**src/inc/sts_map.svh**
```systemverilog
`ifndef STS_MAP_SVH
`define STS_MAP_SVH
// Notes on behaviour
// On normal: two lamps, both relays energized.
// Fixed 0.8 s dropout, normal lamps stay lit.
// Normal back during dropout cancels it.
// Dropout over: lamps out, start delay runs.
// Normal back during start delay: no start.
// Start delay over: drop start relay, start.
// Start lamp lit exactly while run requested.
// Emergency lamp lit while generator voltage good, except in start delay.
// Emergency good: transfer delay with timing lamp.
// Transfer delay over: energize transfer relay.
// On emergency: emergency, transfer, start lamps.
// Retransfer only in automatic position.
// Normal back: retransfer delay with timing lamp.
// Retransfer delay over: energize retransfer relay.
// After retransfer: stop delay with timing lamp.
// Stop delay over: re-energize start relay, stop.
// Test held low for whole test period.
// Test request: drop start relay, send start.
// No-load test: both available, no transfer.
// Load test acts as normal failure.
// No-load test end: stop at once.
// Load test end: retransfer, then stop delay.
// Relays never both on; one common tick.

// Clock and time base.
`define STS_CLK_PERIOD_NS 5
`define STS_TICK_MS 100
`define STS_TICK_CYCLES ((`STS_TICK_MS * 1000000) / `STS_CLK_PERIOD_NS)
`define STS_MS_TICKS(ms) ((ms) / `STS_TICK_MS)
`define STS_S_TICKS(s) (((s) * 1000) / `STS_TICK_MS)
`define STS_MIN_TICKS(m) (((m) * 60000) / `STS_TICK_MS)

// Delays as printed, then the dropout tick count.
`define STS_DROPOUT_MS 800
`define STS_START_FIX_S 3
`define STS_START_MIN_MS 500
`define STS_START_MAX_S 15
`define STS_XFER_FIX_S 3
`define STS_XFER_MIN_S 2
`define STS_XFER_MAX_S 120
`define STS_RETX_FIX_MIN 5
`define STS_RETX_MIN_S 6
`define STS_RETX_MAX_MIN 30
`define STS_STOP_FIX_MIN 5
`define STS_STOP_MIN_S 2
`define STS_STOP_MAX_MIN 10
`define STS_DROPOUT_TICKS `STS_MS_TICKS(`STS_DROPOUT_MS)
`define STS_TIMER_W 15

// Positions of the single-bit pins in the sampled vector.
`define STS_PIN_W 7
`define STS_PIN_NORMAL 0
`define STS_PIN_EMERG 1
`define STS_PIN_TEST_N 2
`define STS_PIN_EXER_N 3
`define STS_PIN_AUTO 4
`define STS_PIN_LOAD 5
`define STS_PIN_ADJ 6

// Idle levels of the sampled pins: normal good, no test requested.
`define STS_RST_PINS 7'h0D

// Reset values of the relay drives.
`define STS_RST_GEN_START 1'b1
`define STS_RST_RETX_RELAY 1'b0
`define STS_RST_XFER_RELAY 1'b0
`endif

```
**src/inc/sts_pkg.sv**
```systemverilog
package sts_pkg;
  // Sequencer states, Gray coded along the outage and return path.
  typedef enum logic [2:0] {
    STS_NORMAL = 3'h0,
    STS_DROPOUT = 3'h1,
    STS_START_DLY = 3'h3,
    STS_WAIT_EMERG = 3'h2,
    STS_XFER_DLY = 3'h6,
    STS_ON_EMERG = 3'h7,
    STS_RETX_DLY = 3'h5,
    STS_STOP_DLY = 3'h4
  } sts_state_type;

  // Holds an adjustable preset inside its allowed window.
  function automatic logic [14:0] sts_clamp(input logic [14:0] val, input logic [14:0] lo,
                                            input logic [14:0] hi);
    sts_clamp = (val < lo) ? lo : ((val > hi) ? hi : val);
  endfunction
endpackage

```
**src/inc/sts_timer_if.sv**
```systemverilog
`timescale 1ns/1ps
// Carries the time-base tick and the delay timer handshake.
interface sts_timer_if #(parameter int W = 15);
  logic tick;
  logic start;
  logic [W-1:0] preset;
  logic expired;
  modport base (output tick);
  modport timer (input tick, input start, input preset, output expired);
  modport ctrl (output start, output preset, input expired);
endinterface

```
**src/rtl/sts_time_base.sv**
```systemverilog
`timescale 1ns/1ps
// Divides the system clock down to the common delay tick.
module sts_time_base #(
  parameter int TICK_CYCLES = 20000000
) (
  // Clock and reset.
  input wire logic ref_clk_i,
  input wire logic resetn_i,
  // Tick out.
  sts_timer_if.base tif
);
  localparam int CW = $clog2(TICK_CYCLES);

  // Divider count and the registered tick.
  typedef struct packed {
    logic [CW-1:0] count;
    logic tick;
  } sts_base_state_type;

  sts_base_state_type s;
  sts_base_state_type next_s;

  if (TICK_CYCLES < 2) begin : g_chk
    $error("Tick divider needs at least two cycles.");
  end

  // Counts to the end of a period and pulses the tick once.
  always_comb begin
    next_s = s;
    next_s.tick = 1'b0;
    if (s.count == CW'(TICK_CYCLES - 1)) begin
      next_s.count = '0;
      next_s.tick = 1'b1;
    end else begin
      next_s.count = s.count + CW'(1);
    end
  end

  // Registers the divider state.
  always_ff @(posedge ref_clk_i or negedge resetn_i) begin
    if (!resetn_i) begin
      s <= '0;
    end else begin
      s <= next_s;
    end
  end

  assign tif.tick = s.tick;
endmodule

```
**src/rtl/sts_delay_timer.sv**
```systemverilog
`timescale 1ns/1ps
// One-shot delay timer counting common ticks from a loaded preset.
module sts_delay_timer #(
  parameter int W = 15
) (
  // Clock and reset.
  input wire logic ref_clk_i,
  input wire logic resetn_i,
  // Tick in, handshake with the sequencer.
  sts_timer_if.timer tif
);
  // Remaining ticks, run flag and sticky expiry.
  typedef struct packed {
    logic [W-1:0] count;
    logic running;
    logic expired;
  } sts_timer_state_type;

  sts_timer_state_type s;
  sts_timer_state_type next_s;

  if (W < 15) begin : g_chk
    $error("Timer too narrow for the longest delay.");
  end

  // A start reloads the preset; a zero preset never expires.
  always_comb begin
    next_s = s;
    if (tif.start) begin
      next_s.count = tif.preset;
      next_s.running = (tif.preset != '0);
      next_s.expired = 1'b0;
    end else if (tif.tick && s.running) begin
      if (s.count <= W'(1)) begin
        next_s.count = '0;
        next_s.running = 1'b0;
        next_s.expired = 1'b1;
      end else begin
        next_s.count = s.count - W'(1);
      end
    end
  end

  // Registers the timer state.
  always_ff @(posedge ref_clk_i or negedge resetn_i) begin
    if (!resetn_i) begin
      s <= '0;
    end else begin
      s <= next_s;
    end
  end

  assign tif.expired = s.expired;
endmodule

```
**src/rtl/sts_sequencer.sv**
```systemverilog
`timescale 1ns/1ps
`include "sts_map.svh"
// Transfer panel sequencer: timing, relay drives and status lamps.
module sts_sequencer
  import sts_pkg::*;
#(
  parameter int TICK_CYCLES = `STS_TICK_CYCLES
) (
  // Clock and reset.
  input wire logic ref_clk_i,
  input wire logic resetn_i,
  // Source sensors, high while the source is within its settings.
  input wire logic normal_avail_i,
  input wire logic emerg_avail_i,
  // Test requests, low while requested.
  input wire logic remote_test_input_n_i,
  input wire logic test_request_terminal_n_i,
  // Panel switches.
  input wire logic auto_manual_selector_i,
  input wire logic load_select_switch_i,
  input wire logic adjustable_pkg_i,
  // Adjustable presets in 100 ms ticks.
  input wire logic [14:0] start_delay_cfg_i,
  input wire logic [14:0] xfer_delay_cfg_i,
  input wire logic [14:0] retx_delay_cfg_i,
  input wire logic [14:0] stop_delay_cfg_i,
  // Relay drives, high while energized.
  output logic gen_start_relay_o,
  output logic transfer_control_relay_o,
  output logic retransfer_control_relay_o,
  // Three-wire start module command, high to run.
  output logic start_3wire_o,
  // Status lamps.
  output logic lamp_normal_avail_o,
  output logic lamp_emerg_avail_o,
  output logic lamp_xfer_timing_o,
  output logic lamp_retx_timing_o,
  output logic lamp_xfer_active_o,
  output logic lamp_retx_active_o,
  output logic lamp_start_o,
  output logic lamp_stop_timing_o
);

  ////////////////////////////////////////////////////////////////////////////
  // State and local constants.
  ////////////////////////////////////////////////////////////////////////////

  localparam int SW = `STS_PIN_W + 4 * `STS_TIMER_W;

  // All flip-flops of the sequencer in one record.
  typedef struct packed {
    logic [SW-1:0] sync1;
    logic [SW-1:0] sync2;
    sts_state_type state;
    logic restart;
    logic gen_start;
    logic xfer_relay;
    logic retx_relay;
    logic start_3wire;
    logic [7:0] lamps;
  } sts_seq_state_type;

  sts_seq_state_type s;
  sts_seq_state_type next_s;

  // Timer handshake shared with the divider and the delay timer.
  sts_timer_if #(.W(`STS_TIMER_W)) tif ();

  // Sampled pins, read only from the second stage.
  logic [`STS_PIN_W-1:0] pin;
  logic [14:0] cfg_start;
  logic [14:0] cfg_xfer;
  logic [14:0] cfg_retx;
  logic [14:0] cfg_stop;

  // Derived conditions.
  logic test_on;
  logic load_test;
  logic normal_eff;
  logic emerg_ok;
  logic timed_out;
  logic run_req;

  // Preset chosen for the current state.
  logic [14:0] preset;

  ////////////////////////////////////////////////////////////////////////////
  // Time base and delay timer.
  ////////////////////////////////////////////////////////////////////////////

  // Shared tick source.
  sts_time_base #(
    .TICK_CYCLES(TICK_CYCLES)
  ) u_base (
    .ref_clk_i(ref_clk_i),
    .resetn_i(resetn_i),
    .tif(tif)
  );

  // Single timer reused by every delay, reloaded on each state change.
  sts_delay_timer #(
    .W(`STS_TIMER_W)
  ) u_timer (
    .ref_clk_i(ref_clk_i),
    .resetn_i(resetn_i),
    .tif(tif)
  );

  assign tif.start = s.restart;
  assign tif.preset = preset;

  ////////////////////////////////////////////////////////////////////////////
  // Input decoding.
  ////////////////////////////////////////////////////////////////////////////

  // Splits the second synchroniser stage into pins and presets.
  always_comb begin
    pin = s.sync2[`STS_PIN_W-1:0];
    cfg_start = s.sync2[`STS_PIN_W +: 15];
    cfg_xfer = s.sync2[`STS_PIN_W + 15 +: 15];
    cfg_retx = s.sync2[`STS_PIN_W + 30 +: 15];
    cfg_stop = s.sync2[`STS_PIN_W + 45 +: 15];
  end

  // Forms the working view of both sources and of a test.
  always_comb begin
    // Either grounded request holds a test.
    test_on = !pin[`STS_PIN_TEST_N] || !pin[`STS_PIN_EXER_N];
    load_test = test_on && pin[`STS_PIN_LOAD];
    // Load test masks normal.
    normal_eff = pin[`STS_PIN_NORMAL] && !load_test;
    emerg_ok = pin[`STS_PIN_EMERG];
    // An expiry left over from the previous state is ignored.
    timed_out = tif.expired && !s.restart;
  end

  ////////////////////////////////////////////////////////////////////////////
  // Preset selection.
  ////////////////////////////////////////////////////////////////////////////

  // Fixed or clamped adjustable delay for the state just entered.
  always_comb begin
    case (s.state)
      // Fixed dropout delay.
      STS_DROPOUT: begin
        preset = 15'(`STS_DROPOUT_TICKS);
      end
      // Start delay preset.
      STS_START_DLY: begin
        preset = pin[`STS_PIN_ADJ]
          ? sts_clamp(cfg_start, 15'(`STS_MS_TICKS(`STS_START_MIN_MS)),
                      15'(`STS_S_TICKS(`STS_START_MAX_S)))
          : 15'(`STS_S_TICKS(`STS_START_FIX_S));
      end
      // Transfer delay preset.
      STS_XFER_DLY: begin
        preset = pin[`STS_PIN_ADJ]
          ? sts_clamp(cfg_xfer, 15'(`STS_S_TICKS(`STS_XFER_MIN_S)),
                      15'(`STS_S_TICKS(`STS_XFER_MAX_S)))
          : 15'(`STS_S_TICKS(`STS_XFER_FIX_S));
      end
      // Retransfer delay preset.
      STS_RETX_DLY: begin
        preset = pin[`STS_PIN_ADJ]
          ? sts_clamp(cfg_retx, 15'(`STS_S_TICKS(`STS_RETX_MIN_S)),
                      15'(`STS_MIN_TICKS(`STS_RETX_MAX_MIN)))
          : 15'(`STS_MIN_TICKS(`STS_RETX_FIX_MIN));
      end
      // Stop delay preset.
      STS_STOP_DLY: begin
        preset = pin[`STS_PIN_ADJ]
          ? sts_clamp(cfg_stop, 15'(`STS_S_TICKS(`STS_STOP_MIN_S)),
                      15'(`STS_MIN_TICKS(`STS_STOP_MAX_MIN)))
          : 15'(`STS_MIN_TICKS(`STS_STOP_FIX_MIN));
      end
      // Untimed states load zero, which never expires.
      default: begin
        preset = '0;
      end
    endcase
  end

  ////////////////////////////////////////////////////////////////////////////
  // Sequencer next state and drives.
  ////////////////////////////////////////////////////////////////////////////

  always_comb begin
    next_s = s;
    next_s.sync1 = {stop_delay_cfg_i, retx_delay_cfg_i, xfer_delay_cfg_i,
                    start_delay_cfg_i, adjustable_pkg_i, load_select_switch_i,
                    auto_manual_selector_i, test_request_terminal_n_i,
                    remote_test_input_n_i, emerg_avail_i, normal_avail_i};
    next_s.sync2 = s.sync1;
    case (s.state)
      // No-load test never leaves normal.
      STS_NORMAL: begin
        if (load_test) begin
          next_s.state = STS_WAIT_EMERG;
        end else if (!normal_eff) begin
          next_s.state = STS_DROPOUT;
        end
      end
      // Recovery cancels dropout.
      STS_DROPOUT: begin
        if (normal_eff) begin
          next_s.state = STS_NORMAL;
        end else if (timed_out) begin
          next_s.state = STS_START_DLY;
        end
      end
      // Recovery resets start delay.
      STS_START_DLY: begin
        if (normal_eff) begin
          next_s.state = STS_NORMAL;
        end else if (timed_out) begin
          next_s.state = STS_WAIT_EMERG;
        end
      end
      // Emergency good starts transfer timing.
      STS_WAIT_EMERG: begin
        if (normal_eff) begin
          next_s.state = STS_STOP_DLY;
        end else if (emerg_ok) begin
          next_s.state = STS_XFER_DLY;
        end
      end
      // Transfer delay expiry transfers.
      STS_XFER_DLY: begin
        if (normal_eff) begin
          next_s.state = STS_STOP_DLY;
        end else if (!emerg_ok) begin
          next_s.state = STS_WAIT_EMERG;
        end else if (timed_out) begin
          next_s.state = STS_ON_EMERG;
        end
      end
      // Retransfer only in automatic.
      STS_ON_EMERG: begin
        if (normal_eff && pin[`STS_PIN_AUTO]) begin
          next_s.state = STS_RETX_DLY;
        end
      end
      // Load test end retransfers first.
      STS_RETX_DLY: begin
        if (!normal_eff || !pin[`STS_PIN_AUTO]) begin
          next_s.state = STS_ON_EMERG;
        end else if (timed_out) begin
          next_s.state = STS_STOP_DLY;
        end
      end
      // Stop delay expiry ends running.
      STS_STOP_DLY: begin
        if (!normal_eff) begin
          next_s.state = STS_WAIT_EMERG;
        end else if (timed_out) begin
          next_s.state = STS_NORMAL;
        end
      end
      // All eight codes are used; any other value falls back to the normal state.
      default: begin
        next_s.state = STS_NORMAL;
      end
    endcase
    // The timer reloads in the first cycle of every new state.
    next_s.restart = (next_s.state != s.state);

    // Run from start-delay expiry onward.
    run_req = (next_s.state inside {STS_WAIT_EMERG, STS_XFER_DLY, STS_ON_EMERG,
                                    STS_RETX_DLY, STS_STOP_DLY});
    // A test runs the set; its end stops at once.
    run_req = run_req || test_on;
    next_s.gen_start = !run_req;
    next_s.start_3wire = run_req;

    // Transfer relay while on emergency.
    next_s.xfer_relay = (next_s.state inside {STS_ON_EMERG, STS_RETX_DLY});
    // Retransfer expiry energizes.
    // Retransfer relay while on normal; never with transfer.
    next_s.retx_relay = (next_s.state inside {STS_NORMAL, STS_DROPOUT,
                                              STS_STOP_DLY}) && !next_s.xfer_relay;

    // Normal lamp held through dropout; dark in start delay.
    next_s.lamps[0] = (normal_eff || next_s.state == STS_DROPOUT)
                      && next_s.state != STS_START_DLY;
    // Emergency lamp while generator voltage is good, except in the start delay.
    next_s.lamps[1] = emerg_ok && next_s.state != STS_START_DLY;
    // Transfer timing lamp.
    next_s.lamps[2] = (next_s.state == STS_XFER_DLY);
    // Retransfer timing lamp.
    next_s.lamps[3] = (next_s.state == STS_RETX_DLY);
    // Transfer active lamp.
    next_s.lamps[4] = next_s.xfer_relay;
    // Retransfer active lamp.
    next_s.lamps[5] = next_s.retx_relay && next_s.state != STS_START_DLY;
    // Start lamp follows the run request.
    next_s.lamps[6] = run_req;
    // Stop timing lamp.
    next_s.lamps[7] = (next_s.state == STS_STOP_DLY);
  end

  ////////////////////////////////////////////////////////////////////////////
  // Registers.
  ////////////////////////////////////////////////////////////////////////////

  // Registers the whole record; reset energizes only the start relay.
  always_ff @(posedge ref_clk_i or negedge resetn_i) begin
    if (!resetn_i) begin
      s <= '0;
      // Synchronisers start at idle pin levels, so no false test or outage follows reset.
      s.sync1[`STS_PIN_W-1:0] <= `STS_RST_PINS;
      s.sync2[`STS_PIN_W-1:0] <= `STS_RST_PINS;
      s.state <= STS_NORMAL;
      s.restart <= 1'b1;
      s.gen_start <= `STS_RST_GEN_START;
      s.xfer_relay <= `STS_RST_XFER_RELAY;
      s.retx_relay <= `STS_RST_RETX_RELAY;
    end else begin
      s <= next_s;
    end
  end

  ////////////////////////////////////////////////////////////////////////////
  // Outputs, all straight from flip-flops.
  ////////////////////////////////////////////////////////////////////////////

  assign gen_start_relay_o = s.gen_start;
  assign transfer_control_relay_o = s.xfer_relay;
  assign retransfer_control_relay_o = s.retx_relay;
  assign start_3wire_o = s.start_3wire;
  assign lamp_normal_avail_o = s.lamps[0];
  assign lamp_emerg_avail_o = s.lamps[1];
  assign lamp_xfer_timing_o = s.lamps[2];
  assign lamp_retx_timing_o = s.lamps[3];
  assign lamp_xfer_active_o = s.lamps[4];
  assign lamp_retx_active_o = s.lamps[5];
  assign lamp_start_o = s.lamps[6];
  assign lamp_stop_timing_o = s.lamps[7];
endmodule

```
**config.mk**
```make
export PLATFORM = sky130hd
export DESIGN_NAME = sts_sequencer
export DESIGN_NICKNAME = d
export VERILOG_FILES = /design/src/inc/sts_pkg.sv /design/src/inc/sts_timer_if.sv /design/src/rtl/sts_time_base.sv /design/src/rtl/sts_delay_timer.sv /design/src/rtl/sts_sequencer.sv
export VERILOG_INCLUDE_DIRS = /design/src /design/src/inc
export SDC_FILE = /design/constraint.sdc
export NUM_CORES = 1
export LEC_CHECK = 0
export ABC_AREA = 1
export BUFFER_PORTS_ARGS = -buffer_cell sky130_fd_sc_hd__buf_2
export CORE_ASPECT_RATIO = 0.5
export CORE_UTILIZATION = 34
export DETAILED_ROUTE_END_ITERATION = 6
export GPL_ROUTABILITY_DRIVEN = 1
export PLACE_DENSITY = 0.51
export RECOVER_POWER = 100
export SYNTH_ARGS = -nofsm -noshare
export SYNTH_HDL_FRONTEND = slang
export SYNTH_SLANG_ARGS = --single-unit
```
**constraint.sdc**
```tcl
create_clock -name ref_clk_i -period 2.5 [get_ports ref_clk_i]
set_input_delay 0.375 -clock ref_clk_i [delete_from_list [all_inputs] [get_ports ref_clk_i]]
set_output_delay 0.375 -clock ref_clk_i [all_outputs]
set_load 0.02 [all_outputs]
```
# [Word level (Yosys, flattened, before mapping)]
# Index checks and enable logic that the tools add are counted.
[totals] register_bits=193 in_bits=69 elab_cells=107
[op_classes] addsub=2 n_lt_le_gt_ge=9 eq_ne=16 mux=36 n_reduce_logical=30
[ops] op="15-bit 2-to-1 mux" count=13
[ops] op="15-bit case mux with 5 select lines" count=1
[ops] op="3-bit 2-to-1 mux" count=16
[ops] op="17-bit 2-to-1 mux" count=2
[ops] op="15-bit by 5-bit < comparator with 1-bit output (second input constant)" count=2
[ops] op="25-bit by 1-bit adder with 25-bit output (second input constant)" count=1
[ops] op="25-bit equality test (second input constant)" count=1
[ops] op="25-bit 2-to-1 mux" count=1
[ops] op="3-bit equality test (second input constant)" count=8
[ops] op="3-bit case mux with 8 select lines" count=1
[ops] op="15-bit by 11-bit greater-than comparator with 1-bit output (second input constant)" count=1
[ops] op="15-bit by 13-bit greater-than comparator with 1-bit output (second input constant)" count=1
[ops] op="15-bit greater-than comparator (second input constant)" count=1
[ops] op="15-bit by 8-bit greater-than comparator with 1-bit output (second input constant)" count=1
[ops] op="15-bit by 1-bit <= comparator with 1-bit output (second input constant)" count=1
[ops] op="15-bit by 3-bit < comparator with 1-bit output (second input constant)" count=1
[ops] op="15-bit by 6-bit < comparator with 1-bit output (second input constant)" count=1
[ops] op="15-bit nonzero test" count=1
[ops] op="15-bit by 1-bit subtractor with 15-bit output (second input constant)" count=1
[ops] op="3-bit by 2-bit equality test with 1-bit output (second input constant)" count=3
[ops] op="1-bit logical AND" count=9
[ops] op="1-bit logical NOT" count=8
[ops] op="3-bit by 1-bit equality test with 1-bit output (second input constant)" count=2
[ops] op="3-bit logical NOT" count=2
[ops] op="9 further kinds" count=14

# [Logic depth before layout (Yosys ltp)]
# Gate-level depths: netlist of the first run.
[logic_depth] word_depth=14 depth_mapped=14 ltp_nobuf=14

# [Hierarchy]
# A second synthesis of the first run with hierarchy kept.
[hier_totals] hier_cells=934 area_unflattened_um2=8242.9
[modules_own_cells] mod="sts_sequencer" n_inst=1 cells_per_inst=511 area_each_um2=5397.7 seq_area_each_um2=3713.6
[modules_own_cells] mod="sts_time_base" n_inst=1 cells_per_inst=224 area_each_um2=1559.0 seq_area_each_um2=650.6
[modules_own_cells] mod="sts_delay_timer" n_inst=1 cells_per_inst=199 area_each_um2=1286.2 seq_area_each_um2=425.4

# [Least setup slack after synthesis of the first run]
# No wires, ideal clock.
[synth_path] path_type="register to register" start="reg u_base.s[1] in the netlist's numbering" end="reg u_base.s[19] in the netlist's numbering" t_arrival_ns=1.488 slack_ns=0.895 stages_incl_launch_ff=13 path_buffers=0 path_cell_list="dfrtp_1 > ha_1 > nand2_2 > nor2_4 > nand3_2 > nor2_4 > nand3_4 > nor2_4 > nand4_1 > nand2_1 > inv_1 > o21ai_1 > inv_1"
[synth_lines] element="from (decl)" line_no="sts_time_base.sv:20" rtl="sts_base_state_type s;"
[synth_lines] element="from (signal assigned)" line_no="sts_time_base.sv:44" rtl="s <= next_s;"

==> summary.txt, run 1 <==
Route
  • WL/cell: 13.4 um
  • DRC: 0
  • Vias per cell: 4.43
  • Antenna-violating nets left: 0
  • Total Routed Length: ~16,000 um
  • Pre-antenna DRT Iters: 5
  • Detailed Route Iter0 Violations: 291
  • DR vias: around 5,400

Run
  • Maxcap violations: 0

Pwr
  • Pwr dens: approximately 890 nW/um^2
  • Switching Share: 0.323
  • NetSw: 2.61 mW
  • Seq pwr share: 0.451
  • Total power draw: 8.07 mW
  • Internal power: roughly 5.5 mW
  • Clk pwr share: 0.341
  • Comb pwr share: 0.208
  • Max VDD drop: ~0.36 mV
  • Leak: 4.46 nW

GRT
  • First-pass GRT wire length: 27,100 um
  • Overflow left after global routing: 0
  • Total global-route track usage: 0.152
  • Vias in the first global route: 5,379
  • Initial antenna violation count: 1
  • Largest net degree at the start of global routing: 74

Placement
  • Port Buffers: 80
  • GP Congestion: around 0.84
  • HPWL after DPL: 12,100 um

Setup path
  • CP cell instances: buf_4, nor2_2, o21ai_0, a21boi_0, inv_1, o21ai_0
  • Critical path class: flip-flop to flip-flop
  • Worst R2R End: lamp_normal_avail_o$_DFF_PN0_
  • FF-to-FF path depth: 6
  • Crit-path leading delay family: compound AO/OA/AOI/OAI gates
  • Buf+Inv Stages, Crit Path: 2
  • Critical path's largest stage delay: approximately 0.74 ns
  • CP max FO: 17
  • Arr. time, crit path: 2.51 ns
  • Worst Setup Start Kind: flip-flop
  • R2r setup slk: 0.36 ns
  • Worst Setup End Kind: flip-flop
  • Slowest cell on crit path: a21boi_0
  • Worst Path Required: 2.87 ns
  • CP most frequent cell: o21ai_0
  • R2r startpoint: tif.start$_DFF_PN1_

Floorplanning
  • Num rows: 38
  • Die area: 23,400 sq um
  • Die X: 216 um
  • Initial core utilization: 0.352
  • Core area: 22,000 sq um
  • Die H: 109 um
  • I/O pin count: 81

CTS
  • Bufs on Longest Clock Path: 2
  • Clk slew on worst S/H paths: 0.07 ns
  • TritonCTS clock tree: done
  • Num CTS Buffers: 17
  • Worst-skew pair later-pin latency: about 0.45 ns
  • Clock sink count: roughly 190
  • CTS root buf: clkbuf_16
  • H-tree levels: 4

Yosys
  • Post-synth top flop: dfrtp_1
  • Synthesized instance count: 816
  • Yosys warns: 0
  • Top cells by area, synth: dfrtp_1 (59%), nand2_1 (9.2%), nor2_1 (4.9%)
  • EDFF count, synth: 0
  • Syn Nets: 888
  • Syn_area_per_cell: 9.50 sq um
  • Post-synth top cells: nand2_1 (190), dfrtp_1 (183), nor2_1 (101), inv_1 (100), nand3_1 (63)
  • Synth top area share: 0.591
  • Seq/Total Area, Yosys: 0.618
  • Seq cells post-synth: about 190
  • Async S/R FF share, synth: 1.00
  • Count leader, synth: nand2_1
  • Area leader, netlist: dfrtp_1
  • Netlist cell types: 41
  • Cell Area, Synth: 7750 sq um

Hold path
  • Worst hold path class: input pin to flip-flop
  • Hold_sp: xfer_delay_cfg_i[13]
  • Hold path cells: 1
  • Hold Path End: next_s[51]$_DFF_PN0_

Timing
  • Fmax: 468 MHz
  • Max-slew violations: 0
  • RSZ-0062 raised after global routing: no
  • Final hold vios: 0
  • Finish-stage setup viols: 0
  • Period minus WS final: about 2.1 ns
  • Worst slew pin tran: 1.03 ns
  • Max transition margin: 0.311
  • Final period utilization: 0.855
  • Final setup TNS: 0 ns
  • Setup Skew: 0.00940 ns

Layout
  • Fillers: 2,200
  • Nets: 989
  • Area Growth Syn to Fin: 17.4%
  • Layout cells sized above 1: 0.130

Run status
  • Status: finished clean
## state kept, by name (all words and copies together), names as in the netlist, 3 cells and up
name / count
next_s: 67
u_base.s: 25
u_timer.s: 16
cfg_retx: 15
cfg_start: 15
cfg_stop: 15
cfg_xfer: 15
pin: 6
s: 3
## cell usage in the layout (no fill, tap or decap), types with 4 or more instances in the layout
cell type,n
clkbuf_16,17
dfstp_2,7
o21ai_0,18
nor4_1,7
nand2_1,193
xnor2_1,8
clkbuf_1,22
inv_6,7
nand3_1,65
inv_1,100
nor3_1,16
dfrtp_1,183
nand4_1,22
nor2_2,5
xor2_1,21
nor2_1,108
a21oi_1,12
a31oi_1,4
buf_2,59
nor3_2,4
dlygate4sd3_1,9
## routing by layer
metal  up-vias  global-route usage  wire length, um
li1       2784                   -                -
met1      2576               0.213             8460
met2        68               0.224             7180
met3        19              0.0477              608
met4         0              0.0451              198
met5         -                   0                0
## power by group through the flow
| stage | Combinational (mW) | Sequential [mW] | Clock [mW] |
|---|---|---|---|
| 6_report | 1.68 | 3.64 | 2.75 |
| 4_1_cts | 1.73 | 3.64 | 2.85 |
| 2_1_floorplan | 1.25 | 3.67 | 0 |
| 3_5_place_dp | 1.72 | 3.69 | 0 |
| 5_1_grt | 1.93 | 3.67 | 2.97 |
| 3_3_place_gp | 1.71 | 3.69 | 0 |
## cell families after synthesis
kind of cell	share of synthesized area
compound gates	0.0357
xor+xnor	0.0328
fa+ha+maj	0.00484
buf+inv	0.0597
flops	0.618
simple gates	0.249
## cell type report
type,count,area (sq um),share of cell area
tap,300,375,0.0412
clock buffer,17,425,0.0467
multi-input combinational,509,2430,0.267
timing repair buffer,95,522,0.0573
clock inverter,14,170,0.0187
antenna,1,2.50,0.000275
sequential,191,4790,0.526
inverter,103,387,0.0425
## through the flow
stage                     utilization  instance area (sq um)  hold slack, ns  std cells  setup slack, ns
after floorplan                     -                   7750          0.0794        816            0.895
after detailed placement        0.387                   8530           0.335       1189            0.665
final                           0.413                   9100          0.0284       1230            0.361
after CTS                       0.416                   9150         0.00186       1223            0.654
after global routing            0.413                   9100        -0.00121       1229            0.222
after global placement          0.387                   8530           0.332       1189            0.691
## how the worst max path moves through the flow
stage	start	endpoint	slack (ns)	cells after the start
after floorplan	u_base.s[1]$_DFF_PN0_	u_base.s[19]$_DFF_PN0_	0.90	12
after global placement	s[14]$_DFF_PN0_	u_timer.s[5]$_DFFE_PN0P_	0.69	9
after detailed placement	u_base.s[1]$_DFF_PN0_	u_base.s[22]$_DFF_PN0_	0.66	8
after CTS	u_base.s[1]$_DFF_PN0_	u_base.s[22]$_DFF_PN0_	0.65	8
after global routing	resetn_i	u_timer.s[16]$_DFFE_PN0P_	0.22	3
final	tif.start$_DFF_PN1_	lamp_normal_avail_o$_DFF_PN0_	0.36	6
## what timing repair did
action | CTS | global route
hold buffers | 3 | 6
gates resized for setup | 0 | 0
hold endpoints to repair | 71 | 6
setup buffers | 0 | 0
endpoints found under the setup margin | 0 | 0
Power figures use the tool's default switching activity.
==> run 2: changes to the inputs <==
--- a/config.mk
+++ b/config.mk
@@ -12,6 +12,7 @@
 export CORE_UTILIZATION = 34
 export DETAILED_ROUTE_END_ITERATION = 6
 export GPL_ROUTABILITY_DRIVEN = 1
+export HOLD_SLACK_MARGIN = 0.08
 export PLACE_DENSITY = 0.51
 export RECOVER_POWER = 100
 export SYNTH_ARGS = -nofsm -noshare
==> constraint.sdc (replaced) <==
create_clock -name ref_clk_i -period 2.5 [get_ports ref_clk_i]
set_input_delay 0.625 -clock ref_clk_i [delete_from_list [all_inputs] [get_ports ref_clk_i]]
set_output_delay 0.625 -clock ref_clk_i [all_outputs]
set_load 0.02 [all_outputs]
==> run 2 against run 1 <==
- the flow now finishes with violations (max-capacitance violations, max-slew violations)
- critical path depth is 2 higher
- worst setup slack improved by 0.046 ns
- largest cell class unchanged
- sequential cell count did not move
==> summary.txt, run 2 (synthesized netlist as in run 1, its figures left out) <==
Run status
  • Status: finished, violations left
  • Failing checks: max-capacitance violations, max-slew violations

CTS
  • Num CTS Buffers: 17
  • CTS hold repair buffers: 0
  • Post-cts resize count: 0
  • TritonCTS clock tree: done
  • Clock sink count: 191
  • Bufs on Longest Clock Path: 2
  • H-tree levels: 4
  • Worst-skew pair later-pin latency: 0.45 ns
  • CTS root buf: clkbuf_16
  • Clk slew on worst S/H paths: roughly 0.080 ns
  • Postcts setup bufs: 0

Timing
  • Final setup TNS: 0 ns
  • Finish-stage setup viols: 0
  • Fmax: about 480 MHz
  • Final period utilization: 0.837
  • Worst setup margin: 0.407 ns
  • Max-slew violations: 63
  • Worst slew pin tran: ~1.6 ns
  • Final hold vios: 0
  • Setup Skew: around 0.011 ns
  • RSZ-0062 raised after global routing: no
  • Max transition margin: -0.0617
  • Period minus WS final: about 2.1 ns

Pwr
  • Total power draw: 8.01 mW
  • Seq pwr share: 0.458
  • Max VDD drop: 0.338 mV
  • Clk pwr share: 0.338
  • Pwr dens: 889 nW/um^2
  • NetSw: 2.63 mW
  • Comb pwr share: 0.204
  • Switching Share: 0.328
  • Leak: between 4 and 5 nW
  • Internal power: 5.38 mW

Hold path
  • Hold Path End: next_s[18]$_DFF_PN1_
  • Hold path cells: 1
  • Worst hold path class: input pin to flip-flop
  • Hold_sp: remote_test_input_n_i

Layout
  • Area Growth Syn to Fin: 16.2%
  • Multi-input gate area: 2450 sq um
  • Nets: just under 1,000
  • Most frequent cells in the layout: nand2_1 (192), dfrtp_1 (183), nor2_1 (108), inv_1 (100), nand3_1 (64)
  • Layout cells sized above 1: 0.135
  • Most common cell after layout, fill and taps aside: nand2_1
  • Total area of sequential cells: 4790 sq um
  • Fillers: 2,211
  • Largest register FFs: 67
  • # diodes: 0

Setup path
  • Arr. time, crit path: 2.42 ns
  • CP cell instances: ha_1, nand2_1, nor2_4, nand3_1, nor2_1, nand3_1, nor2_2, nor2_1
  • Worst Path Required: 2.82 ns
  • CP max FO: 9
  • R2r setup slk: roughly 0.41 ns
  • Buf+Inv Stages, Crit Path: 0
  • R2r startpoint: u_base.s[1]$_DFF_PN0_
  • Worst Setup Start Kind: flip-flop
  • Critical path class: flip-flop to flip-flop
  • Critical path's largest stage delay: 0.42 ns
  • Worst R2R End: u_base.s[14]$_DFF_PN0_
  • Worst Setup End Kind: flip-flop
  • Crit-path leading delay family: simple AND/OR/NAND/NOR gates
  • FF-to-FF path depth: 8
  • Slowest cell on crit path: nor2_1

GRT
  • Initial antenna violation count: 0
  • Vias in the first global route: 5,488
  • First-pass GRT wire length: 27,300 um
  • Overflow left after global routing: 0
  • Largest net degree at the start of global routing: 64
  • Total global-route track usage: 0.154

Floorplanning
  • Initial core utilization: 0.352
  • Die X: 216 um
  • Die H: 109 um
  • Num rows: 38
  • Die area: 23,400 sq um
  • Core area: 22,000 sq um
  • I/O pin count: 81

Placement
  • Port Buffers: 80
  • HPWL after DPL: 12,100 um
  • GP Congestion: 0.851
  • Setup WS pre-CTS: ~0.51 ns

Route
  • Antenna-violating nets left: 0
  • Pre-antenna DRT Iters: 5
  • Vias per cell: 4.51
  • Total Routed Length: 16,500 um
  • DR vias: 5,510
  • WL/cell: 13.5 um
  • Detailed Route Iter0 Violations: slightly below 300
  • DRC: 0

Run
  • Maxcap violations: 1
==> run 2: per-stage QoR <==
stage	utilization	hold WS, ns	cell area, sq um	instances
final	0.409	0.275	9000	1221
after floorplan	-	0.329	7750	816
after CTS	0.415	0.161	9130	1221
after detailed placement	0.388	0.335	8540	1189
after global placement	0.388	0.334	8540	1189
after global routing	0.409	0.242	9000	1221
==> run 2: layout make-up <==
type,count,area share
Tap cell,300,0.0417
Inverter,103,0.0429
Clock inverter,13,0.0157
Sequential cell,191,0.532
Multi-Input combinational cell,509,0.272
Timing Repair Buffer,86,0.0463
Clock buffer,19,0.0492
==> run 2: worst max-delay path by stage <==
stage	start	end	slack [ns]	cells past startpoint
finish	u_base.s[1]$_DFF_PN0_	u_base.s[14]$_DFF_PN0_	0.41	8
global route	u_base.s[1]$_DFF_PN0_	u_base.s[11]$_DFF_PN0_	0.15	8
CTS	pin[6]$_DFF_PN0_	u_timer.s[5]$_DFFE_PN0P_	0.50	7
detailed placement	pin[6]$_DFF_PN0_	u_timer.s[5]$_DFFE_PN0P_	0.51	7
global placement	pin[6]$_DFF_PN0_	u_timer.s[5]$_DFFE_PN0P_	0.52	7
floorplan	u_base.s[1]$_DFF_PN0_	u_base.s[19]$_DFF_PN0_	0.90	12
==> run 2: power groups by stage <==
| stage | Combinational, mW | Clock [mW] | Sequential, mW |
|---|---|---|---|
| final | 1.63 | 2.71 | 3.66 |
| after detailed placement | 1.69 | 0 | 3.72 |
| after global routing | 1.87 | 2.92 | 3.71 |
| after CTS | 1.70 | 2.80 | 3.66 |
| after global placement | 1.68 | 0 | 3.72 |
| after floorplan | 1.25 | 0 | 3.67 |
==> run 2: metal layers <==
metal	track usage	up-vias	routed length, um
met5	0	-	0
met4	0.0684	0	295
met3	0.0416	23	697
met2	0.228	90	7310
met1	0.211	2633	8190
li1	-	2764	-
